===== src/design/timer_option_pkg.sv =====
// Package with offsets, field positions, reset values and helpers for the timer option block
package timer_option_pkg;

   // ------------------------------------------------------------
   // Register map (index printed per register, byte address = 4 * index)
   // ------------------------------------------------------------
   localparam logic [11:0] OPTION_IDX = 12'h081;
   localparam logic [11:0] OPTION_ADDR = 12'(OPTION_IDX << 2);
   localparam logic [11:0] STATUS_IDX = 12'h082;
   localparam logic [11:0] STATUS_ADDR = 12'(STATUS_IDX << 2);

   // ------------------------------------------------------------
   // Option register fields and reset value
   // ------------------------------------------------------------
   localparam int PULLUP_DIS_BIT = 7;
   localparam int IRQ_EDGE_BIT = 6;
   localparam int CLK_SRC_BIT = 5;
   localparam int SRC_EDGE_BIT = 4;
   localparam int ASSIGN_BIT = 3;
   localparam int RATE_MSB = 2;
   localparam int RATE_LSB = 0;
   localparam logic [7:0] OPTION_RESET = 8'hff;

   // ------------------------------------------------------------
   // Input synchroniser and prescaler reset values
   // ------------------------------------------------------------
   localparam logic [2:0] SYNC_RESET = 3'h0;
   localparam logic [7:0] COUNT_RESET = 8'h00;

   // Low-bit mask of a divide-by-2^exp counter; exp 8 gives all ones
   function automatic logic [7:0] rate_mask(input logic [3:0] exp);
      logic [8:0] full;
      full = (9'h001 << exp) - 9'h001;
      return full[7:0];
   endfunction : rate_mask

endpackage : timer_option_pkg


===== src/design/prescale_divider.sv =====
// Shared power-of-two prescaler counter with a registered tick output
`timescale 1ns/1ps
`default_nettype none

module prescale_divider (
   input wire logic sys_clk,
   input wire logic rst_n,
   input wire logic event_in,
   input wire logic clear,
   input wire logic [3:0] rate_exp,
   output logic tick_q,
   output logic [7:0] count_q
);

   logic [7:0] mask;

   // ------------------------------------------------------------
   // Divider
   // ------------------------------------------------------------

   assign mask = timer_option_pkg::rate_mask(rate_exp);

   // Tick on the event that completes 2^exp events; exp 0 passes every event
   always_ff @(posedge sys_clk or negedge rst_n) begin
      if (!rst_n) begin
         count_q <= timer_option_pkg::COUNT_RESET;
         tick_q <= 1'b0;
      end else if (clear) begin
         // Clearing drops a half-finished count so a new ratio starts clean
         count_q <= timer_option_pkg::COUNT_RESET;
         tick_q <= 1'b0;
      end else begin
         tick_q <= event_in && ((count_q & mask) == mask);
         if (event_in) begin
            count_q <= count_q + 8'h01;
         end
      end
   end

endmodule : prescale_divider

`default_nettype wire


===== src/design/timer_option_config.sv =====
// Timer clock source, edge and prescaler configuration register behind an Avalon-MM slave
//
// What this block does
// - Counting from the pin: falling edge when edge select is 1, rising when 0.
// - One prescaler: assign bit 0 divides the timer input, 1 moves it to watchdog.
// - Timer-side prescale divides by 2 to the power of rate field plus one.
// - Watchdog-side prescale divides by 2 to the power of rate field.
// - With prescaler on watchdog, timer counts every source event undivided.
`timescale 1ns/1ps
`default_nettype none

module timer_option_config (
   input wire logic sys_clk,
   input wire logic rst_n,
   input wire logic [11:0] avs_address,
   input wire logic avs_read,
   input wire logic avs_write,
   input wire logic [31:0] avs_writedata,
   input wire logic [3:0] avs_byteenable,
   output logic [31:0] avs_readdata,
   output logic avs_waitrequest,
   input wire logic timer_count_pin,
   input wire logic instr_cycle_tick,
   input wire logic watchdog_osc_tick,
   output logic timer_increment,
   output logic watchdog_increment,
   output logic port_b_a_pullup_disable,
   output logic ext_irq_edge_select
);

   logic [7:0] option_q;
   logic wait_q;
   logic [31:0] rdata_q;
   logic [2:0] pin_sync_q;
   logic pin_level_q;
   logic timer_inc_q;
   logic wd_inc_q;
   logic boot_q;
   logic bus_take;
   logic opt_write;
   logic pin_change;
   logic pin_rise;
   logic pin_fall;
   logic pin_event;
   logic src_event;
   logic to_watchdog;
   logic [2:0] rate_field;
   logic [3:0] presc_exp;
   logic presc_event;
   logic presc_tick;
   logic [7:0] presc_count;

   // ------------------------------------------------------------
   // Avalon-MM slave
   // ------------------------------------------------------------

   // A request is taken on the edge where waitrequest is already low
   assign bus_take = (avs_read || avs_write) && !wait_q;
   assign opt_write = bus_take && avs_write && (avs_address == timer_option_pkg::OPTION_ADDR) && avs_byteenable[0];

   // Fixed one-cycle wait: simpler than zero-wait and keeps read data registered
   always_ff @(posedge sys_clk or negedge rst_n) begin
      if (!rst_n) begin
         wait_q <= 1'b1;
      end else if (!wait_q) begin
         wait_q <= 1'b1;
      end else if (avs_read || avs_write) begin
         wait_q <= 1'b0;
      end
   end

   // Read data captured as waitrequest drops; unmapped addresses read zero
   always_ff @(posedge sys_clk or negedge rst_n) begin
      if (!rst_n) begin
         rdata_q <= 32'h0000_0000;
      end else if (avs_read && wait_q) begin
         case (avs_address)
            timer_option_pkg::OPTION_ADDR: rdata_q <= {24'h00_0000, option_q};
            timer_option_pkg::STATUS_ADDR: rdata_q <= {24'h00_0000, presc_count};
            default: rdata_q <= 32'h0000_0000;
         endcase
      end
   end

   // Option register: every bit writable, all ones at reset
   always_ff @(posedge sys_clk or negedge rst_n) begin
      if (!rst_n) begin
         option_q <= timer_option_pkg::OPTION_RESET;
      end else if (opt_write) begin
         option_q <= avs_writedata[7:0];
      end
   end

   // ------------------------------------------------------------
   // Count pin synchroniser and edge select
   // ------------------------------------------------------------

   // Three stages; a change is accepted only once stages two and three agree
   always_ff @(posedge sys_clk or negedge rst_n) begin
      if (!rst_n) begin
         pin_sync_q <= timer_option_pkg::SYNC_RESET;
         pin_level_q <= 1'b0;
      end else begin
         pin_sync_q <= {pin_sync_q[1:0], timer_count_pin};
         if (pin_sync_q[1] == pin_sync_q[2]) begin
            pin_level_q <= pin_sync_q[2];
         end
      end
   end

   assign pin_change = (pin_sync_q[1] == pin_sync_q[2]) && (pin_sync_q[2] != pin_level_q);
   assign pin_rise = pin_change && pin_sync_q[2];
   assign pin_fall = pin_change && !pin_sync_q[2];
   assign pin_event = option_q[timer_option_pkg::SRC_EDGE_BIT] ? pin_fall : pin_rise;
   assign src_event = option_q[timer_option_pkg::CLK_SRC_BIT] ? pin_event : instr_cycle_tick;

   // ------------------------------------------------------------
   // Prescaler assignment and rate
   // ------------------------------------------------------------

   assign to_watchdog = option_q[timer_option_pkg::ASSIGN_BIT];
   assign rate_field = option_q[timer_option_pkg::RATE_MSB:timer_option_pkg::RATE_LSB];
   // Timer side adds one to the exponent; watchdog side uses the field as is
   assign presc_exp = to_watchdog ? {1'b0, rate_field} : {1'b0, rate_field} + 4'h1;
   assign presc_event = to_watchdog ? watchdog_osc_tick : src_event;

   // Any option write restarts the count so a stale tick never lands on the new path
   prescale_divider u_divider (
      .sys_clk(sys_clk),
      .rst_n(rst_n),
      .event_in(presc_event),
      .clear(opt_write),
      .rate_exp(presc_exp),
      .tick_q(presc_tick),
      .count_q(presc_count)
   );

   // Route divided or undivided events to the timer and the watchdog
   always_ff @(posedge sys_clk or negedge rst_n) begin
      if (!rst_n) begin
         timer_inc_q <= 1'b0;
         wd_inc_q <= 1'b0;
      end else begin
         timer_inc_q <= to_watchdog ? src_event : presc_tick;
         wd_inc_q <= to_watchdog ? presc_tick : watchdog_osc_tick;
      end
   end

   // ------------------------------------------------------------
   // Outputs
   // ------------------------------------------------------------

   assign avs_readdata = rdata_q;
   assign avs_waitrequest = wait_q;
   assign timer_increment = timer_inc_q;
   assign watchdog_increment = wd_inc_q;
   assign port_b_a_pullup_disable = option_q[timer_option_pkg::PULLUP_DIS_BIT];
   assign ext_irq_edge_select = option_q[timer_option_pkg::IRQ_EDGE_BIT];

   // ------------------------------------------------------------
   // Assertions
   // ------------------------------------------------------------

   // Marks the first cycle after reset release
   always_ff @(posedge sys_clk or negedge rst_n) begin
      if (!rst_n) begin
         boot_q <= 1'b1;
      end else begin
         boot_q <= 1'b0;
      end
   end
endmodule : timer_option_config

`default_nettype wire


===== config.mk =====
export PLATFORM = sky130hd
export DESIGN_NAME = timer_option_config
export DESIGN_NICKNAME = d
export VERILOG_FILES = /design/src/design/timer_option_pkg.sv /design/src/design/prescale_divider.sv /design/src/design/timer_option_config.sv
export SDC_FILE = /design/constraint.sdc
export NUM_CORES = 1
export LEC_CHECK = 0
export BUFFER_PORTS_ARGS = -buffer_cell sky130_fd_sc_hd__buf_2
export CORE_ASPECT_RATIO = 1.2
export CORE_UTILIZATION = 40
export DETAILED_ROUTE_END_ITERATION = 6
export PLACE_DENSITY = 0.7
export SETUP_SLACK_MARGIN = 0.3
export SLEW_MARGIN = 30
export SYNTH_ARGS = -nofsm -noshare
export SYNTH_HDL_FRONTEND = slang
export SYNTH_HIERARCHICAL = 1
export SYNTH_SLANG_ARGS = --single-unit

===== constraint.sdc =====
create_clock -name sys_clk -period 4.8 [get_ports sys_clk]
set_input_delay 0.96 -clock sys_clk [delete_from_list [all_inputs] [get_ports sys_clk]]
set_output_delay 0.96 -clock sys_clk [all_outputs]
set_load 0.02 [all_outputs]

# [Yosys cells after proc, flatten, opt, wreduce, memory -nomap -nowiden]
# Cells that the tools add are included.
[op_classes] add_sub_neg=3 eq_ne=5 shift=1 muxes=12 n_bitwise=1 n_reduce_logical=13
[ops] cell="12-bit by 10-bit equality test with 1-bit output, second input constant" n=2
[ops] cell="8-bit two-way mux" n=2
[ops] cell="8-bit case mux with 2 select lines" n=1
[ops] cell="1-bit logical AND" n=9
[ops] cell="8-bit by 1-bit adder with 8-bit output, second input constant" n=1
[ops] cell="8-bit bitwise AND" n=1
[ops] cell="8-bit equality test" n=1
[ops] cell="1-bit two-way mux" n=8
[ops] cell="1-bit by 4-bit << shifter with 8-bit output, first input constant" n=1
[ops] cell="8-bit by 1-bit subtractor with 8-bit output, second input constant" n=1
[ops] cell="3-bit by 1-bit adder with 4-bit output, second input constant" n=1
[ops] cell="4-bit two-way mux" n=1
[ops] cell="1-bit logical NOT" n=2
[ops] cell="2-bit nonzero test" n=1
[ops] cell="1-bit equality test" n=1
[ops] cell="1-bit logical OR" n=1
[ops] cell="1-bit != test" n=1
[totals] reg_bits=56 in_bits=55 output_inout_bits=37 wordCells=44

# [Depth between registers and ports, before layout]
# Gate-level depths: netlist (run 1).
[depth] word_depth=8 ltp_mapped=10 mapped_depth_nobuf=10

# [By module]
# Netlist (run 1), hierarchy kept.
[modules_own_cells] module="timer_option_config" n_inst=1 cells_per_inst=126 area_each_um2=1408.9 seq_area_each_um2=586.8
[modules_own_cells] module="prescale_divider" n_inst=1 cells_per_inst=61 area_each_um2=606.8 seq_area_each_um2=225.2

# [Worst setup path after synthesis (run 1)]
# OpenSTA, ideal clock, no wires.
[synth_timing] path_type="input to register" start="input avs_address[8]" end="register u_divider.count_q[5]" setup_time_ns=0.121 t_arrival_ns=2.333 slack_ns=2.346 path_stages=7 n_path_buf=2 cell_sequence="nor4b_4 and4_1 buf_6 buf_2 o2111ai_1 xor2_1 nor2_1"
[synth_via] elab_chain_len=4
[synth_lines] item="from (decl)" line="timer_option_config.sv:15" rtl="input wire logic [11:0] avs_address,"
[synth_lines] item="12-bit by 10-bit equality test with 1-bit output (*)" line="timer_option_config.sv:59" rtl="assign opt_write = bus_take && avs_write && (avs_address == timer_option_pkg::OPTION_ADDR) && avs_byteenable[0 ..."
[synth_lines] item="1-bit logical AND (*) (2 in series)" line="timer_option_config.sv:59"
[synth_lines] item="net opt_write" line="timer_option_config.sv:40" rtl="logic opt_write;"
[synth_lines] item="8-bit two-way mux or 2-bit nonzero test (tied branches)"
[synth_lines] item="to (signal assigned)" line="prescale_divider.sv:26" rtl="count_q <= timer_option_pkg::COUNT_RESET;"
[synth_lines] item="to (signal assigned)" line="prescale_divider.sv:30" rtl="count_q <= timer_option_pkg::COUNT_RESET;"
[synth_lines] item="to (signal assigned)" line="prescale_divider.sv:35" rtl="count_q <= count_q + 8'h01;"
[synth_lines] item="to (decl)" line="prescale_divider.sv:12" rtl="output logic [7:0] count_q"
# The timed path passes the listed nets; every way through them passes the cells marked *.
# A chain may end at the register's enable or synchronous reset.

# [Worst setup path after layout (run 1)]
[layout_timing] start="register option_q[0]" end="register u_divider.tick_q"
[layout_via] elab_chain_len=8
[layout_lines] item="from (decl)" line="timer_option_config.sv:31" rtl="logic [7:0] option_q;"
[layout_lines] item="from (signal assigned)" line="timer_option_config.sv:88" rtl="option_q <= timer_option_pkg::OPTION_RESET;"
[layout_lines] item="from (signal assigned)" line="timer_option_config.sv:90" rtl="option_q <= avs_writedata[7:0];"
[layout_lines] item="3-bit by 1-bit adder with 4-bit output (*)" line="timer_option_config.sv:124" rtl="assign presc_exp = to_watchdog ? {1'b0, rate_field} : {1'b0, rate_field} + 4'h1;"
[layout_lines] item="4-bit two-way mux (*)" line="timer_option_config.sv:124"
[layout_lines] item="net presc_exp[1]" line="timer_option_config.sv:48" rtl="logic [3:0] presc_exp;"
[layout_lines] item="1-bit by 4-bit << shifter with 8-bit output (*)" line="timer_option_pkg.sv:33" rtl="full = (9'h001 << exp) - 9'h001;"
[layout_lines] item="8-bit by 1-bit subtractor with 8-bit output (*)" line="timer_option_pkg.sv:33"
[layout_lines] item="8-bit bitwise AND" line="prescale_divider.sv:33" rtl="tick_q <= event_in && ((count_q & mask) == mask);"
[layout_lines] item="8-bit equality test (*)" line="prescale_divider.sv:33"
[layout_lines] item="1-bit logical AND (*)" line="prescale_divider.sv:33"
[layout_lines] item="1-bit two-way mux (*)" line="prescale_divider.sv:28" rtl="end else if (clear) begin"
[layout_lines] item="to (signal assigned)" line="prescale_divider.sv:33"
[layout_lines] item="to (decl)" line="prescale_divider.sv:11" rtl="output logic tick_q,"
# Marked as above.

==> summary.md, run 1 <==
| Metric | Value |
|---|---|
| Status | finished clean |
| Register area | just over 800 sq um |
| P_leak | ~1.1 nW |
| Power Dens Cells | approximately 320 mW/mm^2 |
| Top FF cell, synth | dfrtp_1 |
| Post-synth ARST share | 100% |
| Avg Inst Size Synth | ~11 sq um |
| DP Wirelength | roughly 2.8 mm |
| CP max FO | 5 |
| Clock Latency Late Sink | 0.28 ns |
| Worst Tran Pin Value | about 0.71 ns |
| First-pass GRT wire length | between 6 and 7 mm |
| RSZ-0062 raised after global routing | no |
| TritonCTS Sinks | 32 |
| Grt ovf | 0 |
| DRT iter0 DRCs | 59 |
| Core footprint | 0.00473 sq mm |
| Final Hold Viols | 0 |
| Cells after Synth | 187 |
| Post-DP Area | between 0.002 and 0.0025 sq mm |
| Filler cells | approximately 460 |
| DRC | 0 |
| Share of cells above drive strength 1 | about a third |
| Die Footprint | roughly 0.0053 sq mm |
| WL/cell | 13.8 um |
| Post_cts resized | 0 |
| IO Count | 92 |
| Post-layout nets | 287 |
| # port buffers | 40 |
| CTS Buf Count | 5 |
| Synthesis-to-layout area growth | 12.5% |
| Clock skew | 0.00260 ns |
| CTS tree | done |
| Max_slew headroom | a little over half |
| GPL Wtd Cong | 0.740 |
| Number of synthesized flops with an enable pin | 0 |
| Num rows | 27 |
| First-pass DRT Iterations | 4 |
| Startpoint class of the critical path | flop |
| Root Driver | clkbuf_8 |
| Vias per cell | 5.07 |
| Ant diodes | 0 |
| Detailed Route WL | 3.97 mm |
| FF+latch count, synth | 32 |
| Synth top area cells | dfrtp_1 (29%), dfstp_2 (12%), buf_4 (8.9%) |
| Final slew viol count | 0 |
| Htree depth | 2 |
| Clock Pin Slew Worst Setup and Hold Paths | 0.06 ns |
| Yosys Warn Count | 6 |
| Critical path arrival | around 2.7 ns |
| Initial Util | a little over two fifths |
| Largest net degree at the start of global routing | 33 |
| Final worst path period share | around 52% |
| Max-cap violation count | 0 |
| Sum Neg Setup Slack | 0 ns |
| Area of the multi-input gates | between 0.001 and 0.0015 sq mm |
| Total Routing Usage GR | approximately 17% |
| Synth Cell Area | between 0.002 and 0.0025 sq mm |
| Fmax | around 400 MHz |
| Die width | roughly 67 um |
| Via count | between 1000 and 1500 |
| Cell area after layout | 0.00227 sq mm |
| Setup violation total in the final timing report | 0 |
| Library cells used by synthesis | 43 |
| Synth top area share | 28.6% |
| Kind of critical path | reg2reg |
| CP endpoint kind | flop |
| Register area share after synthesis | 40.3% |
| HP Class | reg2reg |
| Vias in the first global route | between 1000 and 1500 |
| Antenna violations before repair | 0 |
| # Post-CTS Setup Buffers | 0 |
| Clk buf depth | 2 |
| Dominant cell type by area after synthesis | dfrtp_1 |
| Peak VDD IR | 125 uV |
| Min Tclk post-route | 2.49 ns |
| Critical Path RT | 4.98 ns |
| Routed Antenna Nets | 0 |
| Hold-fix buffers, CTS | 0 |
| Floorplan die height | about 80 um |
==> cells by family (layout without fill, tap and decap cells) <==
| kind of cell | after synthesis | in the layout | synth area share, % |
|---|---|---|---|
| simple gates | 50 | 50 | 18.6 |
| buf+inv | 40 | 60 | 12.4 |
| compound gates | 39 | 39 | 14.3 |
| flops | 32 | 32 | 40.3 |
| mux | 11 | 11 | 7.57 |
| xor+xnor | 10 | 10 | 4.34 |
| fa+ha+maj | 4 | 4 | 2.36 |
| other cells | 1 | 24 | 0.186 |
==> path summary, 6_finish.rpt <==
check / startpoint / to / slack [ns] / depth (start not counted)
worst min-delay path: pin_sync_q[0] / pin_sync_q[1] / 0.35 / 0
worst min register to register: pin_sync_q[0] / pin_sync_q[1] / 0.35 / 0
min in group asynchronous: rst_n / timer_increment / 0.73 / 1
worst max-delay path: option_q[0] / u_divider/tick_q / 2.31 / 9
max in group asynchronous: rst_n / u_divider/count_q[4] / 3.62 / 1
worst max register to register: option_q[0] / u_divider/tick_q / 2.31 / 9
==> per-stage QoR <==
step / hold slack (ns) / utilization, % / power [W] / worst slack, ns / std cells
2_1_floorplan: 0.331 / - / 0.000471 / 2.35 / 210
3_3_place_gp: 0.339 / 46.0 / 0.000506 / 2.08 / 280
3_5_place_dp: 0.340 / 46.0 / 0.000512 / 2.07 / 280
4_1_cts: 0.356 / 47.9 / 0.000723 / 2.30 / 288
5_1_grt: 0.359 / 47.9 / 0.000763 / 2.18 / 288
6_report: 0.352 / 47.9 / 0.000717 / 2.31 / 288
==> critical path: stages (launching register included) <==
cell      delay [ns]
dfstp_2         0.57
ha_1            0.24
mux2_2          0.30
nor2_1          0.23
nand3b_1        0.11
ha_1            0.30
nor2_1          0.06
nor4b_4         0.23
o211ai_2        0.13
a221oi_2        0.21
==> cells in the final DEF, fill, tap and decap left out, types with 4 or more instances in the layout <==
| master | n |
|---|---|
| a21boi_0 | 8 |
| a41oi_1 | 8 |
| and3_1 | 11 |
| buf_2 | 40 |
| clkbuf_8 | 6 |
| conb_1 | 24 |
| dfrtp_1 | 23 |
| dfstp_2 | 9 |
| inv_1 | 10 |
| mux2_4 | 8 |
| nand2_1 | 7 |
| nor2_1 | 13 |
| o21ai_0 | 12 |
| xnor2_1 | 4 |
| xor2_1 | 6 |
==> layout make-up <==
cell class,instances,area share (%)
clock buffer,8,3.97
timing repair buffer,42,9.49
tap,58,3.20
multi-input combinational,138,45.9
sequential,32,35.8
inverter,10,1.66
==> flip-flops by register name, summed over array words and instances, names as in the netlist <==
register	flops
pin_sync_q	3
u_divider/tick_q	1
option_q	8
watchdog_increment	1
u_divider/count_q	8
avs_readdata	8
pin_level_q	1
avs_waitrequest	1
timer_increment	1
==> layer usage <==
metal | GRT usage, % | wire length, um | vias up
met5 | 0 | 0 | -
met4 | 7.66 | 77 | 0
met2 | 26.9 | 1890 | 51
met3 | 3.29 | 216 | 6
li1 | - | - | 709
met1 | 21.1 | 1790 | 693
==> power breakdown <==
group / total, W / internal (W) / switching [W]
clock network: 0.000211 / 0.000117 / 0.0000937
logic: 0.000139 / 0.0000594 / 0.0000795
registers: 0.000368 / 0.000308 / 0.0000596
==> cells in the mapped netlist, types with 2 or more instances <==
library cell and n:
xor2_1 6, o2111ai_1 2, ha_1 3, dfrtp_1 23, nor4b_2 2, o21ai_0 12
mux2_2 2, xnor2_1 4, and3_1 11, inv_1 10, nor4b_4 3, clkbuf_1 3
a41oi_1 8, nand3b_1 2, nor2_1 13, and4b_1 2, a21boi_0 8, nand2b_1 2
mux2_4 8, buf_4 24, nand2_1 7, dfstp_2 9, nand4_1 2, buf_2 2
(Power assumes the default switching activity.)
==> inputs of run 2 (changes only) <==
- ABC_AREA: not set -> 1
- clock period: 4.8 -> 2.5 ns (I/O delays scaled with it)
==> run 2 against run 1 <==
Compared with the run above: clock power is 80% higher; critical path depth grew 4; sequential cell count unchanged; sequential share of layout area decreased by 1.0 points; total power grew 88%; hold slack lost 0.083 ns; maximum frequency rose by 17%; utilization decreased by 0.39 points; non-clock buffer count rose by 5; critical endpoint unchanged; highest routed layer unchanged.
==> summary.md, run 2 <==
| Metric | Value |
|---|---|
| Startpoint class of the critical path | flop |
| Max-cap violation count | 0 |
| HP Class | in2async |
| Met1 usage | between 20% and 30% |
| CP max FO | 6 |
| IO Count | 92 |
| Floorplan die height | ~80 um |
| First-pass GRT wire length | ~7 mm |
| Clock Pin Slew Worst Setup and Hold Paths | around 0.060 ns |
| TritonCTS Sinks | 32 |
| Clock Latency Late Sink | around 0.28 ns |
| Setup violation total in the final timing report | 0 |
| Met2 Use GR | between 20% and 30% |
| Cells after Synth | about 270 |
| Commonest non-fill, non-tap cells in the layout | nand2_1 (95), buf_2 (40), inv_1 (27) |
| RSZ-0062 raised after global routing | yes |
| Detailed Route WL | 4.12 mm |
| Die Footprint | 0.00537 sq mm |
| Clock skew | around 0.0066 ns |
| CTS tree | done |
| Sum Neg Setup Slack | 0 ns |
| # port buffers | 40 |
| Routed Antenna Nets | 0 |
| Hold_ws | 0.269 ns |
| Min Tclk post-route | between 2 and 2.5 ns |
| Via count | around 1800 |
| Delay-heaviest family, CP | simple AND/OR/NAND/NOR gates |
| Synthesis-to-layout area growth | 14.8% |
| Power Dens Cells | approximately 580 mW/mm^2 |
| WP buf/inv | 1 |
| DP Wirelength | just over 3 mm |
| Clk buf depth | 2 |
| Commonest non-fill, non-tap cell in the layout | nand2_1 |
| CTS Buf Count | 5 |
| First-pass DRT Iterations | 4 |
| Fmax | approximately 470 MHz |
| Die width | between 60 and 70 um |
| DRC | 0 |
| CP endpoint kind | flop |
| WL/cell | about 11 um |
| GPL Wtd Cong | between 0.7 and 0.8 |
| Peak VDD IR | 293 uV |
| Worst Tran Pin Value | between 0.7 and 0.8 ns |
| Synth top area share | about 28% |
| Status | finished clean |
| Total Routing Usage GR | between 10% and 20% |
| Cell area after layout | 0.00233 sq mm |
| FF+latch count, synth | 32 |
| Met3 Track Usage GR | approximately 2.3% |
| Inst Count DP | 373 |
| Synth Cell Area | ~0.002 sq mm |
| Dominant cell type by area after synthesis | dfrtp_1 |
| Number of synthesized flops with an enable pin | 0 |
| Final Hold Viols | 0 |
| Final worst path period share | between 80 and 90% |
| Tot Pwr | ~0.0014 W |
| Synth top area cells | dfrtp_1 (28%), nand2_1 (18%), dfstp_2 (12%) |
| Critical Path RT | roughly 2.7 ns |
| P_leak | about 1.3 nW |
| Final slew viol count | 0 |
| Kind of critical path | reg2reg |
| Avg Inst Size Synth | roughly 7.4 sq um |
| Largest net degree at the start of global routing | 33 |
| Post-layout nets | ~380 |
| Filler cells | ~500 |
| Antenna violations before repair | 0 |
| Slowest-stage cell, CP | dfstp_2 |
| Core footprint | 0.00490 sq mm |
| Vias in the first global route | approximately 1600 |
| Register area | between 800 and 900 sq um |
| Initial Util | between 40% and 50% |
| Area of the multi-input gates | ~0.001 sq mm |
| Yosys Warn Count | 6 |
| Num rows | 28 |
| Root Driver | clkbuf_8 |
| Htree depth | 2 |
| DRT iter0 DRCs | 40 |
| Register area share after synthesis | 40.0% |
| Post-synth ARST share | 100% |
| Critical path arrival | roughly 2.3 ns |
| Library cells used by synthesis | 29 |
| Ant diodes | 0 |
| Top-count cell post-synth | nand2_1 |
| Slowest cell delay on critical path | between 0.5 and 0.6 ns |
| Post-DP Area | 0.00222 sq mm |
| Vias per cell | roughly 4.6 |
| Share of cells above drive strength 1 | between 20% and 30% |
| Grt ovf | 0 |
| Most frequent CP cell | nand2_1 |
| Max_slew headroom | a little over half |
| Top cells by count, synth | nand2_1 (95), inv_1 (27), buf_4 (24), dfrtp_1 (23), nand3_1 (23) |
| Top FF cell, synth | dfrtp_1 |
| Top Usage Layer GRT | met2 |
| Critical Path, Cell by Cell | ha_1 -> nand2_1 -> xor2_1 -> inv_1 -> nor2_4 -> nand3_1 -> ha_1 -> nor2_1 -> nor3_2 -> nand2_1 -> nor2_1 -> nand2_1 -> nor2_2 |
| Hold-fix buffers, CTS | 0 |
| Finished Layout Cells | ~390 |
==> run 2: cell types whose count changed in the layout (fill, tap and decap cells not counted), moves of 8 or more <==
| cell | previous run | this run |
|---|---|---|
| inv_1 | 10 | 27 |
| nand4_1 | 2 | 10 |
| nand2_1 | 7 | 95 |
| a41oi_1 | 8 | 0 |
| and3_1 | 11 | 0 |
| nand3_1 | 0 | 23 |
| mux2_4 | 8 | 0 |
| a21boi_0 | 8 | 0 |
==> run 2: worst paths after layout <==
path / slack [ns] / depth (start not counted) / endpoint / start
hold reg to reg: 0.35 / 0 / pin_sync_q[1] / pin_sync_q[0]
hold / removal: 0.27 / 1 / pin_sync_q[2] / rst_n
setup / recovery: 0.37 / 13 / u_divider/tick_q / option_q[0]
setup reg to reg: 0.37 / 13 / u_divider/tick_q / option_q[0]
min in group sys_clk: 0.32 / 1 / pin_sync_q[0] / timer_count_pin
max in group asynchronous: 1.77 / 1 / u_divider/count_q[6] / rst_n
==> run 2: cell families (layout without fill, tap and decap cells) <==
group	count (synthesis)	after routing	share of synthesized area, %
AO/OA/AOI/OAI	15	15	4.01
AND/OR/NAND/NOR	165	165	38.1
other	1	24	0.185
buffers and inverters	55	84	15.0
XOR/XNOR	2	2	0.863
flip-flops	32	32	40.0
adder cells (fa/ha/maj)	3	3	1.85
==> run 2: final cells by class <==
| cell class | count | area share [%] |
|---|---|---|
| multi-input combinational | 209 | 43.0 |
| sequential | 32 | 34.8 |
| timing repair buffer | 47 | 10.8 |
| inverter | 29 | 4.67 |
| clock buffer | 7 | 3.27 |
| tap | 60 | 3.22 |
| clock inverter | 1 | 0.215 |
==> run 2: worst reg2reg max path: cells and delay by family (launching register included) <==
family                   cells  cell delay, ns
AND/OR/NAND/NOR              9            0.83
XOR/XNOR                     1            0.13
adder cells (fa/ha/maj)      2            0.45
flip-flops                   1            0.56
buffers and inverters        1            0.09
==> run 2: what timing repair did <==
item / CTS / global route
buffers inserted: 2 / 2
endpoints found under the setup margin: 1 / 1
pin swaps: 0 / 3
cloned: 0 / 0
resized for setup: 0 / 1
==> run 2: per-layer routing <==
| layer | vias up | wire length [um] | share of wire, % |
|---|---|---|---|
| met5 | - | 0 | 0 |
| met4 | 0 | 108 | 2.6 |
| met3 | 9 | 169 | 4.1 |
| met2 | 64 | 2040 | 49 |
| met1 | 789 | 1810 | 44 |
| li1 | 913 | - | - |
==> run 2: through the flow <==
step	setup WS [ns]	util, %
4_1_cts	0.306	47.2
2_1_floorplan	0.455	-
5_1_grt	0.184	47.6
6_report	0.370	47.6
3_5_place_dp	0.305	45.2
3_3_place_gp	0.285	45.2
==> run 2: power by group <==
part,internal (W),total [W],switching (W)
logic,0.000103,0.000307,0.000204
registers,0.000586,0.000664,0.0000781
clock network,0.000195,0.000380,0.000185
total,0.000884,0.00135,0.000468
